## src/verilog/timer8_defs.vh

```
// constants of the dual 8-bit timer/event counter block
// assumes a 16-bit byte address space reached by 8-bit load and store strobes
`ifndef TIMER8_DEFS_VH
`define TIMER8_DEFS_VH

// ****************************************************************
// register byte addresses
// ****************************************************************
`define TMR_ADDR_CKS0   16'hFF6A
`define TMR_ADDR_CKS1   16'hEE8C
`define TMR_ADDR_CMP0   16'hFF17
`define TMR_ADDR_CMP1   16'hFF41
`define TMR_ADDR_MODE0  16'hFF6B
`define TMR_ADDR_MODE1  16'hFF43
`define TMR_ADDR_CNT0   16'hFF16
`define TMR_ADDR_CNT1   16'hFF1F
`define TMR_ADDR_PDIR1  16'hFF21
`define TMR_ADDR_PDIR3  16'hFF23
`define TMR_ADDR_PLAT1  16'hFF01
`define TMR_ADDR_PLAT3  16'hFF03

// ****************************************************************
// field positions
// ****************************************************************
`define TMR_RUN_BIT     7
`define TMR_PWM_BIT     6
`define TMR_PSET_HI_BIT 3
`define TMR_PSET_LO_BIT 2
`define TMR_TOGPOL_BIT  1
`define TMR_OEN_BIT     0
`define TMR_CKS_MSB     2
`define TMR_PIN0_BIT    7
`define TMR_PIN1_BIT    3
`define TMR_MODE_RMASK  8'hC3
`define TMR_PDIR3_FIXED 8'hF0

// ****************************************************************
// reset values
// ****************************************************************
`define TMR_RST_CKS     3'h0
`define TMR_RST_MODE    8'h00
`define TMR_RST_CMP     8'h00
`define TMR_RST_CNT     8'h00
`define TMR_RST_PDIR    8'hFF
`define TMR_RST_PLAT    8'h00
`define TMR_RST_MODEB   4'h0
`define TMR_RST_PDIR3   4'hF
`define TMR_RST_PLAT3   4'h0

// ****************************************************************
// clock select codes and prescaler exponents (divide by 2**exp)
// ****************************************************************
`define TMR_CKS_FALL    3'h0
`define TMR_CKS_RISE    3'h1
`define TMR_PRE_W       13
`define TMR_C0_EXP2     4'h0
`define TMR_C0_EXP3     4'h1
`define TMR_C0_EXP4     4'h2
`define TMR_C0_EXP5     4'h6
`define TMR_C0_EXP6     4'h8
`define TMR_C0_EXP7     4'hD
`define TMR_C1_EXP2     4'h0
`define TMR_C1_EXP3     4'h1
`define TMR_C1_EXP4     4'h4
`define TMR_C1_EXP5     4'h6
`define TMR_C1_EXP6     4'h8
`define TMR_C1_EXP7     4'hC

`endif

```

## src/verilog/pin_edge_sync.v

```verilog
// three-stage pin synchroniser with agreement filter and edge pulses
// assumes the pin is asynchronous to mclk; pulses are one mclk wide
`timescale 1ns/1ps

module pin_edge_sync (
    input  wire mclk,
    input  wire nrst,
    input  wire pin_async,
    output wire rise,
    output wire fall
);

    reg s1_ff;
    reg s2_ff;
    reg s3_ff;
    reg level_ff;

    // ****************************************************************
    // synchroniser chain and filtered level
    // ****************************************************************
    // the level follows only when stages two and three agree
    always @(posedge mclk or negedge nrst) begin
        if (!nrst) begin
            s1_ff    <= 1'b0;
            s2_ff    <= 1'b0;
            s3_ff    <= 1'b0;
            level_ff <= 1'b0;
        end else begin
            s1_ff <= pin_async;
            s2_ff <= s1_ff;
            s3_ff <= s2_ff;
            if (s2_ff == s3_ff) begin
                level_ff <= s3_ff;
            end
        end
    end

    // edge pulses from the agreed level against the held one
    assign rise = (s2_ff == s3_ff) & s3_ff & ~level_ff;
    assign fall = (s2_ff == s3_ff) & ~s3_ff & level_ff;

endmodule

```

## src/verilog/timer8_pair.v

```verilog
// two 8-bit timer/event counters with their clock select, compare and
// mode registers, the shared pin port registers and the pin muxing
// assumes a cpu store/load port on mclk: addr valid with wr_en or rd_en
`timescale 1ns/1ps
`include "timer8_defs.vh"

module timer8_pair (
    input  wire        mclk,
    input  wire        nrst,
    input  wire [15:0] addr,
    input  wire        wr_en,
    input  wire [7:0]  wr_data,
    input  wire        rd_en,
    output reg  [7:0]  rd_data_ff,
    output wire [1:0]  match_irq,
    input  wire [1:0]  pin_in,
    output wire [1:0]  pin_out,
    output wire [1:0]  pin_oe_n
);

    // ****************************************************************
    // declarations
    // ****************************************************************
    reg  [`TMR_PRE_W-1:0] pre_ff;
    reg  [7:0]            pdir1_ff;
    reg  [3:0]            pdir3_ff;
    reg  [7:0]            plat1_ff;
    reg  [3:0]            plat3_ff;
    reg  [7:0]            nxt_rd_data;
    wire [`TMR_PRE_W:0]   all_ones;
    wire [1:0]            ev_rise;
    wire [1:0]            ev_fall;
    wire [5:0]            cks_w;
    wire [15:0]           cmp_w;
    wire [15:0]           mode_w;
    wire [15:0]           cnt_w;
    wire [1:0]            level_w;
    wire [1:0]            pin_dir;
    wire [1:0]            pin_lat;

    // ****************************************************************
    // prescaler from the main oscillator clock
    // ****************************************************************
    // free-running divider; all_ones[k] marks one cycle in every 2**k
    always @(posedge mclk or negedge nrst) begin
        if (!nrst) begin
            pre_ff <= {`TMR_PRE_W{1'b0}};
        end else begin
            pre_ff <= pre_ff + {{(`TMR_PRE_W-1){1'b0}}, 1'b1};
        end
    end

    // tap zero is every cycle, the undivided clock selection
    assign all_ones[0] = 1'b1;

    genvar j;
    generate
        for (j = 1; j <= `TMR_PRE_W; j = j + 1) begin : g_ones
            assign all_ones[j] = all_ones[j-1] & pre_ff[j-1];
        end
    endgenerate

    // prescaler exponent for a clock select code and a channel
    function [3:0] pick_exp;
        input [2:0] sel;
        input       ch;
        begin
            pick_exp = 4'h0;
            case (sel)
                3'h2:    pick_exp = ch ? `TMR_C1_EXP2 : `TMR_C0_EXP2;
                3'h3:    pick_exp = ch ? `TMR_C1_EXP3 : `TMR_C0_EXP3;
                3'h4:    pick_exp = ch ? `TMR_C1_EXP4 : `TMR_C0_EXP4;
                3'h5:    pick_exp = ch ? `TMR_C1_EXP5 : `TMR_C0_EXP5;
                3'h6:    pick_exp = ch ? `TMR_C1_EXP6 : `TMR_C0_EXP6;
                3'h7:    pick_exp = ch ? `TMR_C1_EXP7 : `TMR_C0_EXP7;
                default: pick_exp = 4'h0;
            endcase
        end
    endfunction

    // ****************************************************************
    // port direction and port latch registers
    // ****************************************************************
    // direction resets to input; port 3 upper nibble is fixed at one
    always @(posedge mclk or negedge nrst) begin
        if (!nrst) begin
            pdir1_ff <= `TMR_RST_PDIR;
            pdir3_ff <= `TMR_RST_PDIR3;
            plat1_ff <= `TMR_RST_PLAT;
            plat3_ff <= `TMR_RST_PLAT3;
        end else if (wr_en) begin
            if (addr == `TMR_ADDR_PDIR1) begin
                pdir1_ff <= wr_data;
            end
            if (addr == `TMR_ADDR_PDIR3) begin
                pdir3_ff <= wr_data[3:0];
            end
            if (addr == `TMR_ADDR_PLAT1) begin
                plat1_ff <= wr_data;
            end
            if (addr == `TMR_ADDR_PLAT3) begin
                plat3_ff <= wr_data[3:0];
            end
        end
    end

    // pin 0 sits on port 1 bit 7, pin 1 on port 3 bit 3
    assign pin_dir = {pdir3_ff[`TMR_PIN1_BIT], pdir1_ff[`TMR_PIN0_BIT]};
    assign pin_lat = {plat3_ff[`TMR_PIN1_BIT], plat1_ff[`TMR_PIN0_BIT]};

    // ****************************************************************
    // per-counter logic
    // ****************************************************************
    genvar i;
    generate
        for (i = 0; i < 2; i = i + 1) begin : g_ch
            reg  [2:0] cks_ff;
            reg  [7:0] cmp_ff;
            reg  [3:0] mode_ff;        // run, pwm, toggle/polarity, enable
            reg  [7:0] cnt_ff;
            reg        out_ff;
            reg        pwm_ff;
            reg        irq_ff;
            wire       wr_cks;
            wire       wr_cmp;
            wire       wr_mode;
            wire       run;
            wire       pwm;
            wire       togpol;
            wire       oen;
            wire       tick;
            wire       hit;
            wire       pwm_level;

            // address decode for this counter
            assign wr_cks  = wr_en & (addr == (i ? `TMR_ADDR_CKS1 : `TMR_ADDR_CKS0));
            assign wr_cmp  = wr_en & (addr == (i ? `TMR_ADDR_CMP1 : `TMR_ADDR_CMP0));
            assign wr_mode = wr_en & (addr == (i ? `TMR_ADDR_MODE1 : `TMR_ADDR_MODE0));

            // stored mode bits; pwm, enable and pwm polarity act on the pin at once, run only through the registered counter, output ff and pwm ff
            assign run    = mode_ff[3];
            assign pwm    = mode_ff[2];
            assign togpol = mode_ff[1];
            assign oen    = mode_ff[0];

            // event pin conditioning
            pin_edge_sync u_sync (
                .mclk      (mclk),
                .nrst      (nrst),
                .pin_async (pin_in[i]),
                .rise      (ev_rise[i]),
                .fall      (ev_fall[i])
            );

            // count clock select: pin edges or prescaler taps
            assign tick = (cks_ff == `TMR_CKS_FALL) ? ev_fall[i] :
                          (cks_ff == `TMR_CKS_RISE) ? ev_rise[i] :
                          all_ones[pick_exp(cks_ff, i[0])];

            // compare is continuous; a match only counts on a tick
            assign hit = (cnt_ff == cmp_ff);

            // configuration registers; only low three select bits kept
            always @(posedge mclk or negedge nrst) begin
                if (!nrst) begin
                    cks_ff  <= `TMR_RST_CKS;
                    cmp_ff  <= `TMR_RST_CMP;
                    mode_ff <= `TMR_RST_MODEB;
                end else begin
                    if (wr_cks) begin
                        cks_ff <= wr_data[`TMR_CKS_MSB:0];
                    end
                    if (wr_cmp) begin
                        cmp_ff <= wr_data;
                    end
                    if (wr_mode) begin
                        mode_ff <= {wr_data[`TMR_RUN_BIT], wr_data[`TMR_PWM_BIT],
                                    wr_data[`TMR_TOGPOL_BIT], wr_data[`TMR_OEN_BIT]};
                    end
                end
            end

            // up counter: clear on stop, clear on match in clear mode
            always @(posedge mclk or negedge nrst) begin
                if (!nrst) begin
                    cnt_ff <= `TMR_RST_CNT;
                    irq_ff <= 1'b0;
                end else if (!run) begin
                    cnt_ff <= `TMR_RST_CNT;
                    irq_ff <= 1'b0;
                end else if (tick) begin
                    irq_ff <= ~pwm & hit;
                    if (!pwm && hit) begin
                        cnt_ff <= `TMR_RST_CNT;
                    end else begin
                        cnt_ff <= cnt_ff + 8'h01;
                    end
                end else begin
                    irq_ff <= 1'b0;
                end
            end

            // timer output ff: software preset beats a same-cycle toggle
            always @(posedge mclk or negedge nrst) begin
                if (!nrst) begin
                    out_ff <= 1'b0;
                end else if (wr_mode && !pwm &&
                             (wr_data[`TMR_PSET_HI_BIT] ^ wr_data[`TMR_PSET_LO_BIT])) begin
                    out_ff <= wr_data[`TMR_PSET_HI_BIT];
                end else if (run && tick && !pwm && togpol && hit) begin
                    out_ff <= ~out_ff;
                end
            end

            // pwm ff: active from overflow, inactive at compare match
            always @(posedge mclk or negedge nrst) begin
                if (!nrst) begin
                    pwm_ff <= 1'b0;
                end else if (!run || !pwm) begin
                    pwm_ff <= 1'b0;
                end else if (tick) begin
                    if (hit) begin
                        pwm_ff <= 1'b0;
                    end else if (cnt_ff == 8'hFF) begin
                        pwm_ff <= 1'b1;
                    end
                end
            end

            // polarity applied combinationally so settings act at once
            assign pwm_level  = pwm_ff ^ togpol;
            assign level_w[i] = oen & (pwm ? pwm_level : out_ff);

            assign cks_w[3*i+:3]  = cks_ff;
            assign cmp_w[8*i+:8]  = cmp_ff;
            assign cnt_w[8*i+:8]  = cnt_ff;
            assign mode_w[8*i+:8] = {mode_ff[3], mode_ff[2], 4'h0,
                                     mode_ff[1], mode_ff[0]};
            assign match_irq[i]   = irq_ff;

            // shared pin: timer level or-ed with the port latch
            assign pin_out[i]  = level_w[i] | pin_lat[i];
            assign pin_oe_n[i] = pin_dir[i];
        end
    endgenerate

    // ****************************************************************
    // register read path
    // ****************************************************************
    // unmapped addresses read as zero
    always @* begin
        nxt_rd_data = 8'h00;
        case (addr)
            `TMR_ADDR_CKS0:  nxt_rd_data = {5'h00, cks_w[2:0]};
            `TMR_ADDR_CKS1:  nxt_rd_data = {5'h00, cks_w[5:3]};
            `TMR_ADDR_CMP0:  nxt_rd_data = cmp_w[7:0];
            `TMR_ADDR_CMP1:  nxt_rd_data = cmp_w[15:8];
            `TMR_ADDR_MODE0: nxt_rd_data = mode_w[7:0] & `TMR_MODE_RMASK;
            `TMR_ADDR_MODE1: nxt_rd_data = mode_w[15:8] & `TMR_MODE_RMASK;
            `TMR_ADDR_CNT0:  nxt_rd_data = cnt_w[7:0];
            `TMR_ADDR_CNT1:  nxt_rd_data = cnt_w[15:8];
            `TMR_ADDR_PDIR1: nxt_rd_data = pdir1_ff;
            `TMR_ADDR_PDIR3: nxt_rd_data = `TMR_PDIR3_FIXED | {4'h0, pdir3_ff};
            `TMR_ADDR_PLAT1: nxt_rd_data = plat1_ff;
            `TMR_ADDR_PLAT3: nxt_rd_data = {4'h0, plat3_ff};
            default:         nxt_rd_data = 8'h00;
        endcase
    end

    // read data captured on the load strobe and held until the next one
    always @(posedge mclk or negedge nrst) begin
        if (!nrst) begin
            rd_data_ff <= 8'h00;
        end else if (rd_en) begin
            rd_data_ff <= nxt_rd_data;
        end
    end

endmodule

```

## config.mk

```make
export PLATFORM = sky130hd
export DESIGN_NAME = timer8_pair
export DESIGN_NICKNAME = d
export VERILOG_FILES = /design/src/verilog/pin_edge_sync.v /design/src/verilog/timer8_pair.v
export VERILOG_INCLUDE_DIRS = /design/src /design/src/verilog
export SDC_FILE = /design/constraint.sdc
export NUM_CORES = 1
export LEC_CHECK = 0
export BUFFER_PORTS_ARGS = -buffer_cell sky130_fd_sc_hd__buf_2
export CORE_MARGIN = 5
export CORE_UTILIZATION = 40
export DETAILED_ROUTE_END_ITERATION = 6
export GPL_ROUTABILITY_DRIVEN = 0
export PLACE_DENSITY_LB_ADDON = 0.12
export SYNTH_ARGS = -nofsm -noshare
export SYNTH_HDL_FRONTEND = slang
export SYNTH_HIERARCHICAL = 1
export SYNTH_SLANG_ARGS = --single-unit
```

## constraint.sdc

```tcl
create_clock -name mclk -period 2.25 [get_ports mclk]
set_input_delay 0.225 -clock mclk [delete_from_list [all_inputs] [get_ports mclk]]
set_output_delay 0.225 -clock mclk [all_outputs]
set_load 0.05 [all_outputs]
```

Yosys cells after proc, flatten, opt, wreduce, memory -nomap -nowiden
Index checks and enable logic that the tools add are counted.
{"block": "totals", "register_bits": 105, "input_bits": 30, "output_inout_bits": 14, "word_cells": 177}
{"block": "classes", "addsub": 3, "order_cmp": 2, "n_eq_ne": 32, "n_mux": 35, "n_bitwise": 43, "n_reduce_logical": 34}
{"cell": "16-bit == test (second input constant)", "n": 12}
{"cell": "8-bit case mux with 12 select lines", "n": 1}
{"cell": "8-bit 2-to-1 mux", "n": 6}
{"cell": "4-bit case mux with 5 select lines", "n": 2}
{"cell": "1-bit bitwise AND", "n": 30}
{"cell": "3-bit == test (second input constant)", "n": 8}
{"cell": "1-bit 2-to-1 mux", "n": 24}
{"cell": "8-bit by 1-bit adder with 8-bit output (second input constant)", "n": 2}
{"cell": "8-bit == test", "n": 2}
{"cell": "8-bit == test (second input constant)", "n": 2}
{"cell": "1-bit logical AND", "n": 14}
{"cell": "13-bit by 1-bit adder with 13-bit output (second input constant)", "n": 1}
{"cell": "2-bit AND reduction", "n": 6}
{"cell": "4-bit by 5-bit less-than comparator with 1-bit output (second input constant)", "n": 2}
{"cell": "1-bit binary-select mux with 4-bit select", "n": 2}
{"cell": "1-bit inverter", "n": 8}
{"cell": "2-bit nonzero test", "n": 4}
{"cell": "3-bit by 1-bit == test with 1-bit output (second input constant)", "n": 2}
{"cell": "3-bit by 2-bit == test with 1-bit output (second input constant)", "n": 2}
{"cell": "3-bit zero test", "n": 2}
{"cell": "3-bit nonzero test", "n": 2}
{"cell": "1-bit zero test", "n": 4}
{"cell": "2-bit by 1-bit inequality test with 1-bit output (second input constant)", "n": 2}
{"cell": "1-bit XOR", "n": 3}
{"cell": "other kinds (3)", "n": 6}

Depth between registers and ports, before layout
{"block": "depth", "ltp_word": 22, "ltp_mapped": 10, "mapped_depth_nobuf": 9}

By module
The synthesis kept the hierarchy.
{"module": "timer8_pair", "n_inst": 1, "cells_each": 496, "area_per_inst_um2": 5291.3, "seq_area_each_um2": 2442.3}
{"module": "pin_edge_sync", "n_inst": 2, "cells_each": 11, "area_per_inst_um2": 160.2, "seq_area_each_um2": 100.1}

Worst setup path before layout
Ideal clock, no wire load.
{"block": "synth_path", "path_type": "reg2reg", "startpoint": "register pre_ff[0]", "endpoint": "register g_ch[0].cnt_ff[6]", "setup_time_ns": 0.120, "t_arrival_ns": 2.051, "required_ns": 2.130, "setup_slack_ns": 0.079, "stages_incl_launch_ff": 10, "path_buffers": 1, "period_less_slack_ns": 2.171, "path_cell_list": "dfrtp_1 ha_1 ha_1 nand2_1 nor2_1 a211oi_1 or3b_1 buf_2 and4bb_2 a31o_2"}
{"block": "synth_between", "elab_chain_len": 17}
{"item": "start, declared", "line": "timer8_pair.v:24", "text": "reg [`TMR_PRE_W-1:0] pre_ff;"}
{"item": "start signal, assigned", "line": "timer8_pair.v:47", "text": "pre_ff <= {`TMR_PRE_W{1'b0}};"}
{"item": "start signal, assigned", "line": "timer8_pair.v:49", "text": "pre_ff <= pre_ff + {{(`TMR_PRE_W-1){1'b0}}, 1'b1};"}
{"item": "1-bit bitwise AND (12 in series)", "line": "timer8_pair.v:59", "text": "assign all_ones[j] = all_ones[j-1] & pre_ff[j-1];"}
{"item": "1-bit binary-select mux with 4-bit select (*)", "line": "timer8_pair.v:158", "text": "all_ones[pick_exp(cks_ff, i[0])];"}
{"item": "1-bit 2-to-1 mux (not written as such) (*)", "line": "timer8_pair.v:158"}
{"item": "1-bit 2-to-1 mux (*)", "line": "timer8_pair.v:157", "text": "(cks_ff == `TMR_CKS_RISE) ? ev_rise[i] :"}
{"item": "1-bit 2-to-1 mux (*)", "line": "timer8_pair.v:156", "text": "assign tick = (cks_ff == `TMR_CKS_FALL) ? ev_fall[i] :"}
{"item": "2-bit by 1-bit inequality test with 1-bit output (no source line) (*)"}
{"item": "end signal, assigned", "line": "timer8_pair.v:186", "text": "cnt_ff <= `TMR_RST_CNT;"}
{"item": "end signal, assigned", "line": "timer8_pair.v:189", "text": "cnt_ff <= `TMR_RST_CNT;"}
{"item": "end signal, assigned", "line": "timer8_pair.v:194", "text": "cnt_ff <= `TMR_RST_CNT;"}
{"item": "end, declared", "line": "timer8_pair.v:120", "text": "reg [7:0] cnt_ff;"}
Mark *: on every way between the ends. The rest lies on a longest branch, timed or not. The select of a mux whose other input is x is not followed.
A chain may end at the register's enable or synchronous reset.

Worst setup path in the final report
{"block": "layout_path", "startpoint": "register g_ch[0].cmp_ff[4]", "endpoint": "register g_ch[0].cnt_ff[4]"}
{"block": "layout_between", "elab_chain_len": 5}
{"item": "start, declared", "line": "timer8_pair.v:118", "text": "reg [7:0] cmp_ff;"}
{"item": "start signal, assigned", "line": "timer8_pair.v:167", "text": "cmp_ff <= `TMR_RST_CMP;"}
{"item": "start signal, assigned", "line": "timer8_pair.v:174", "text": "cmp_ff <= wr_data;"}
{"item": "8-bit == test", "line": "timer8_pair.v:161", "text": "assign hit = (cnt_ff == cmp_ff);"}
{"item": "1-bit logical AND", "line": "timer8_pair.v:193", "text": "if (!pwm && hit) begin"}
{"item": "8-bit 2-to-1 mux", "line": "timer8_pair.v:193"}
{"item": "8-bit 2-to-1 mux", "line": "timer8_pair.v:191", "text": "end else if (tick) begin"}
{"item": "8-bit 2-to-1 mux", "line": "timer8_pair.v:188", "text": "end else if (!run) begin"}
{"item": "end signal, assigned", "line": "timer8_pair.v:189"}
{"item": "end signal, assigned", "line": "timer8_pair.v:194"}
{"item": "end signal, assigned", "line": "timer8_pair.v:196", "text": "cnt_ff <= cnt_ff + 8'h01;"}
Every way passes these cells. The select of a mux whose other input is x is not followed.

==> reports/results.md <==
| Stage | Result | Value |
| --- | --- | --- |
| die | Core area | 13800 um^2 |
| place | Number of port buffers | 43 |
| critical path | Number of gates on the worst path with buffers counted | 6 |
| global route | Number of antenna violations at the first check in global routing | 0 |
| synth | Most frequent cell after synthesis | sky130_fd_sc_hd__dfrtp_1 |
| cts | Clock Sink Count | 105 |
| pwr | Power consumption | 3.79 mW |
| pwr | Total power divided by cell area | 568 nW/um^2 |
| die | Die height | 128 um |
| synth | Post-synth top area cell | sky130_fd_sc_hd__dfrtp_1 |
| sta | Post-layout min period | 2.14 ns |
| status | Result of the run | finished clean |
| hold path | Class of the tightest hold or removal check | in2reg |
| detailed routing | Post-detailed-routing wire length | 16400 um |
| sta | Final critical-path setup slack | 0.111 ns |
| critical path | CP Launch Type | flop |
| critical path | Maximum fanout along the worst path | 5 |
| global route | Number of global-route vias before repair | 4470 |
| critical path | Critical path required time | 2.49 ns |
| cts | Clk slew on worst S/H paths | 0.07 ns |
| global route | Total routing resource utilization after global routing | 0.203 |
| pwr | Lkg Pwr | 3.09 nW |
| detailed routing | Wirelength per Cell | 20.9 um |
| sta | Setup TNS Final | 0 ns |
| sta | Endpoints failing hold | 0 |
| critical path | Critical Setup Path Class | reg2reg |
| cts | CTS H-tree depth | 3 |
| critical path | Peak per-stage delay on the critical path | 0.52 ns |
| critical path | Cell with the largest stage delay on the worst path | sky130_fd_sc_hd__nor4_1 |
| critical path | R2r setup slk | 0.11 ns |
| critical path | Kind of capture point of the worst setup path | flop |
| sta | Worst-margin pin slew | 0.607 ns |
| pwr | Switching part of the total | 0.234 |
| synth | Async set-or-reset flop fraction in the synthesized netlist | 1.00 |
| cells and area | Share of post-route cells with drive strength above 1 | 0.331 |
| place | Total placed instance area | 6290 um^2 |
| global route | Wire length of the first global-routing pass | 25600 um |
| cts | Worst-Skew Late Latency | 0.35 ns |
| synth | Net count after synthesis | 556 |
| pwr | Internal power | 2.90 mW |
| synth | Commonest cells post-synth | sky130_fd_sc_hd__dfrtp_1 (93), sky130_fd_sc_hd__mux2_2 (47), sky130_fd_sc_hd__nand2_1 (38), sky130_fd_sc_hd__nor2_1 (33), sky130_fd_sc_hd__o21ai_0 (22) |
| sta | Final period utilization | 0.951 |
| synth | Netlist area before placement | 5610 um^2 |
| synth | Number of synthesized flops with an enable pin | 0 |
| critical path | Critical path buffers and inverters | 0 |
| critical path | R2R cell count | 6 |
| synth | Synth warnings | 6 |
| cells and area | Final design instance area without fill | 6680 um^2 |
| hold path | Hold Startpoint | wr_data[4] |
| sta | Upper clock frequency limit | 468 MHz |
| pwr | Fraction of power consumed by combinational cells | 0.072 |
| sta | Slew Limit Headroom | 0.592 |
| synth | Most used DFF post-synth | sky130_fd_sc_hd__dfrtp_1 |
| cells and area | Area delta synth->final | 19.0% |
| cts | Clock Root Buffer | sky130_fd_sc_hd__clkbuf_16 |
| detailed routing | Violation count after the first detailed-route iteration | 309 |
| place | Number of cells in the design after placement | 764 |
| detailed routing | Vias after detailed routing | 4524 |
| die | Horizontal extent of the die | 128 um |
| sta | Maximum clock skew at final layout | 0.0101 ns |
| sta | Setup repair after global routing missed its margin | no |
| cts | TritonCTS buffer count | 9 |
| detailed routing | Length of the first detailed-routing pass in iterations | 4 |
| synth | Cells taking the most area after synthesis | sky130_fd_sc_hd__dfrtp_1 (41%), sky130_fd_sc_hd__mux2_2 (9.4%), sky130_fd_sc_hd__dfstp_2 (5.6%), sky130_fd_sc_hd__xnor2_1 (3.1%), sky130_fd_sc_hd__nand2_1 (2.5%) |
| cells and area | Share of the core filled with cells | 0.483 |
| critical path | Cells along the critical path | xor2_1 > nor4_1 > nand3b_1 > or3b_4 > and4bb_2 > a31o_2 |
| critical path | Startpoint of the most critical register-to-register path | g_ch[0].cmp_ff[4] |
| pwr | Clock network fraction of design power | 0.418 |
| die | Total I/O pin count | 44 |
| cts | Clock tree from TritonCTS | done |
| pwr | Portion of total power attributed to sequential cells | 0.509 |
| cells and area | Total number of nets in the final design | 637 |
| synth | Flop and latch count out of synthesis | 105 |
| critical path | Critical R2R Capture | g_ch[0].cnt_ff[4] |
| cts | Clock buffer depth | 2 |
| synth | Number of library cell types mapped by synthesis | 71 |
| hold path | Worst hold path cell count | 2 |
| detailed routing | Post-detailed-route via-to-cell ratio | 5.77 |
| run | MaxCap Viol Count | 0 |
| sta | Hold Slack | 0.155 ns |
| place | Post-detail-place hpwl | 12400 um |
| pwr | Worst IR drop on VDD | 0.000503 V |
| critical path | Cell family with most CP delay | simple AND/OR/NAND/NOR gates |
| detailed routing | Final routed DRC violation total | 0 |
| synth | Fraction of synthesized cell area taken by the top area cell type | 0.415 |
| cells and area | Filler-free cell count of the finished design | 784 |
| global route | Leftover overflow at the end of global routing | 0 |
| die | Row cnt | 43 |
| hold path | Hold worst-path end | g_ch[0].cmp_ff[4] |
| place | Post-placement setup slack | -0.0362 ns |
| sta | Total count of max-transition violations in the final report | 0 |
| sta | Endpoints failing setup | 0 |
| detailed routing | Routed Antenna Nets | 0 |
| die | Initial core utilization | 0.406 |
| synth | Post-Syn Instances | 518 |
| critical path | Arrival time of the worst setup path | 2.38 ns |
| global route | Maximum number of pins on one net before global-route repair | 41 |
| pwr | NetSw | 0.886 mW |
| synth | Avg Inst Size Synth | 10.8 um^2 |
| synth | Portion of the post-synthesis area used by sequential elements | 0.471 |
| cells and area | Antenna diode count | 0 |
| die | Total Die Area | 16500 um^2 |
[placed cells by master, fill, tap and decap left out, types with 9 or more instances in the layout]
cell type,n
sky130_fd_sc_hd__dfrtp_1,93
sky130_fd_sc_hd__mux2_2,47
sky130_fd_sc_hd__buf_4,47
sky130_fd_sc_hd__buf_2,42
sky130_fd_sc_hd__nand2_1,37
sky130_fd_sc_hd__nor2_1,31
sky130_fd_sc_hd__o21ai_0,22
sky130_fd_sc_hd__xnor2_1,20
sky130_fd_sc_hd__inv_1,14
sky130_fd_sc_hd__nand3_1,12
sky130_fd_sc_hd__dfstp_2,12
sky130_fd_sc_hd__nand4_1,11
sky130_fd_sc_hd__xor2_1,11
sky130_fd_sc_hd__nor4_1,11
sky130_fd_sc_hd__nor2b_1,10
sky130_fd_sc_hd__and3_1,10
sky130_fd_sc_hd__nor3_1,9
sky130_fd_sc_hd__clkbuf_16,9
[sequential cells by signal (all words and copies together) (netlist names), 4 cells and up]
register / flops
pre_ff: 13
rd_data_ff: 8
plat3_ff: 4
g_ch.mode_ff: 8
g_ch.cnt_ff: 16
plat1_ff: 8
pdir1_ff: 8
g_ch.cmp_ff: 16
g_ch.cks_ff: 6
pdir3_ff: 4
[power by group through the flow]
stage	registers, mW	clock network (mW)	logic [mW]
after global routing	1.93	1.70	0.301
after detailed placement	1.97	0	0.269
after global placement	1.96	0	0.267
final	1.93	1.59	0.274
after CTS	1.93	1.62	0.275
after floorplan	1.98	0	0.110
[layout make-up]
class                   count  area, um^2
fillers                  1307        7150
multi-input cells         376        2850
flip-flops and latches    105        2640
repair buffers             93         613
clock buffers              13         250
well taps                 180         225
inverters                  14        52.6
clock inverters             3        43.8
[cells by family (layout without fill, tap and decap cells)]
logic type                 count (synthesis)  in the layout  synth area share
and+or+nand+nor                          186            186             0.197
DFF                                      105            105             0.471
AOI/OAI and AO/OA                         98             98             0.129
muxes                                     53             53             0.107
buffers and inverters                     37            123            0.0308
xor gates and xnor gates                  31             31            0.0484
adders and majority gates                  8              8            0.0178
[timing repair]
item | in CTS | in global routing
setup buffers | 0 | 1
resized for setup | 1 | 10
cloned | 0 | 0
endpoints found under the setup margin | 5 | 14
hold buffers | 3 | 0
pin swaps | 0 | 1
hold endpoints to repair | 37 | 0
[worst max path at each step]
stage / slack, ns / endpoint / start
after floorplan: 0.08 / g_ch[0].cnt_ff[6] / pre_ff[0]
after global placement: 0.02 / rd_data_ff[1] / addr[3]
after detailed placement: -0.04 / g_ch[0].cnt_ff[3] / pre_ff[1]
after CTS: 0.01 / g_ch[0].cnt_ff[4] / pre_ff[1]
after global routing: 0.009 / g_ch[1].cnt_ff[5] / pre_ff[1]
final: 0.11 / g_ch[0].cnt_ff[4] / g_ch[0].cmp_ff[4]
[layer usage]
metal	track usage	part of all wire	up-vias
li1	-	-	2074
met1	0.283	0.46	2290
met2	0.326	0.47	141
met3	0.0336	0.052	19
met4	0.0605	0.018	0
met5	0	0	-
Note: power is estimated with default switching activity, not from simulation.
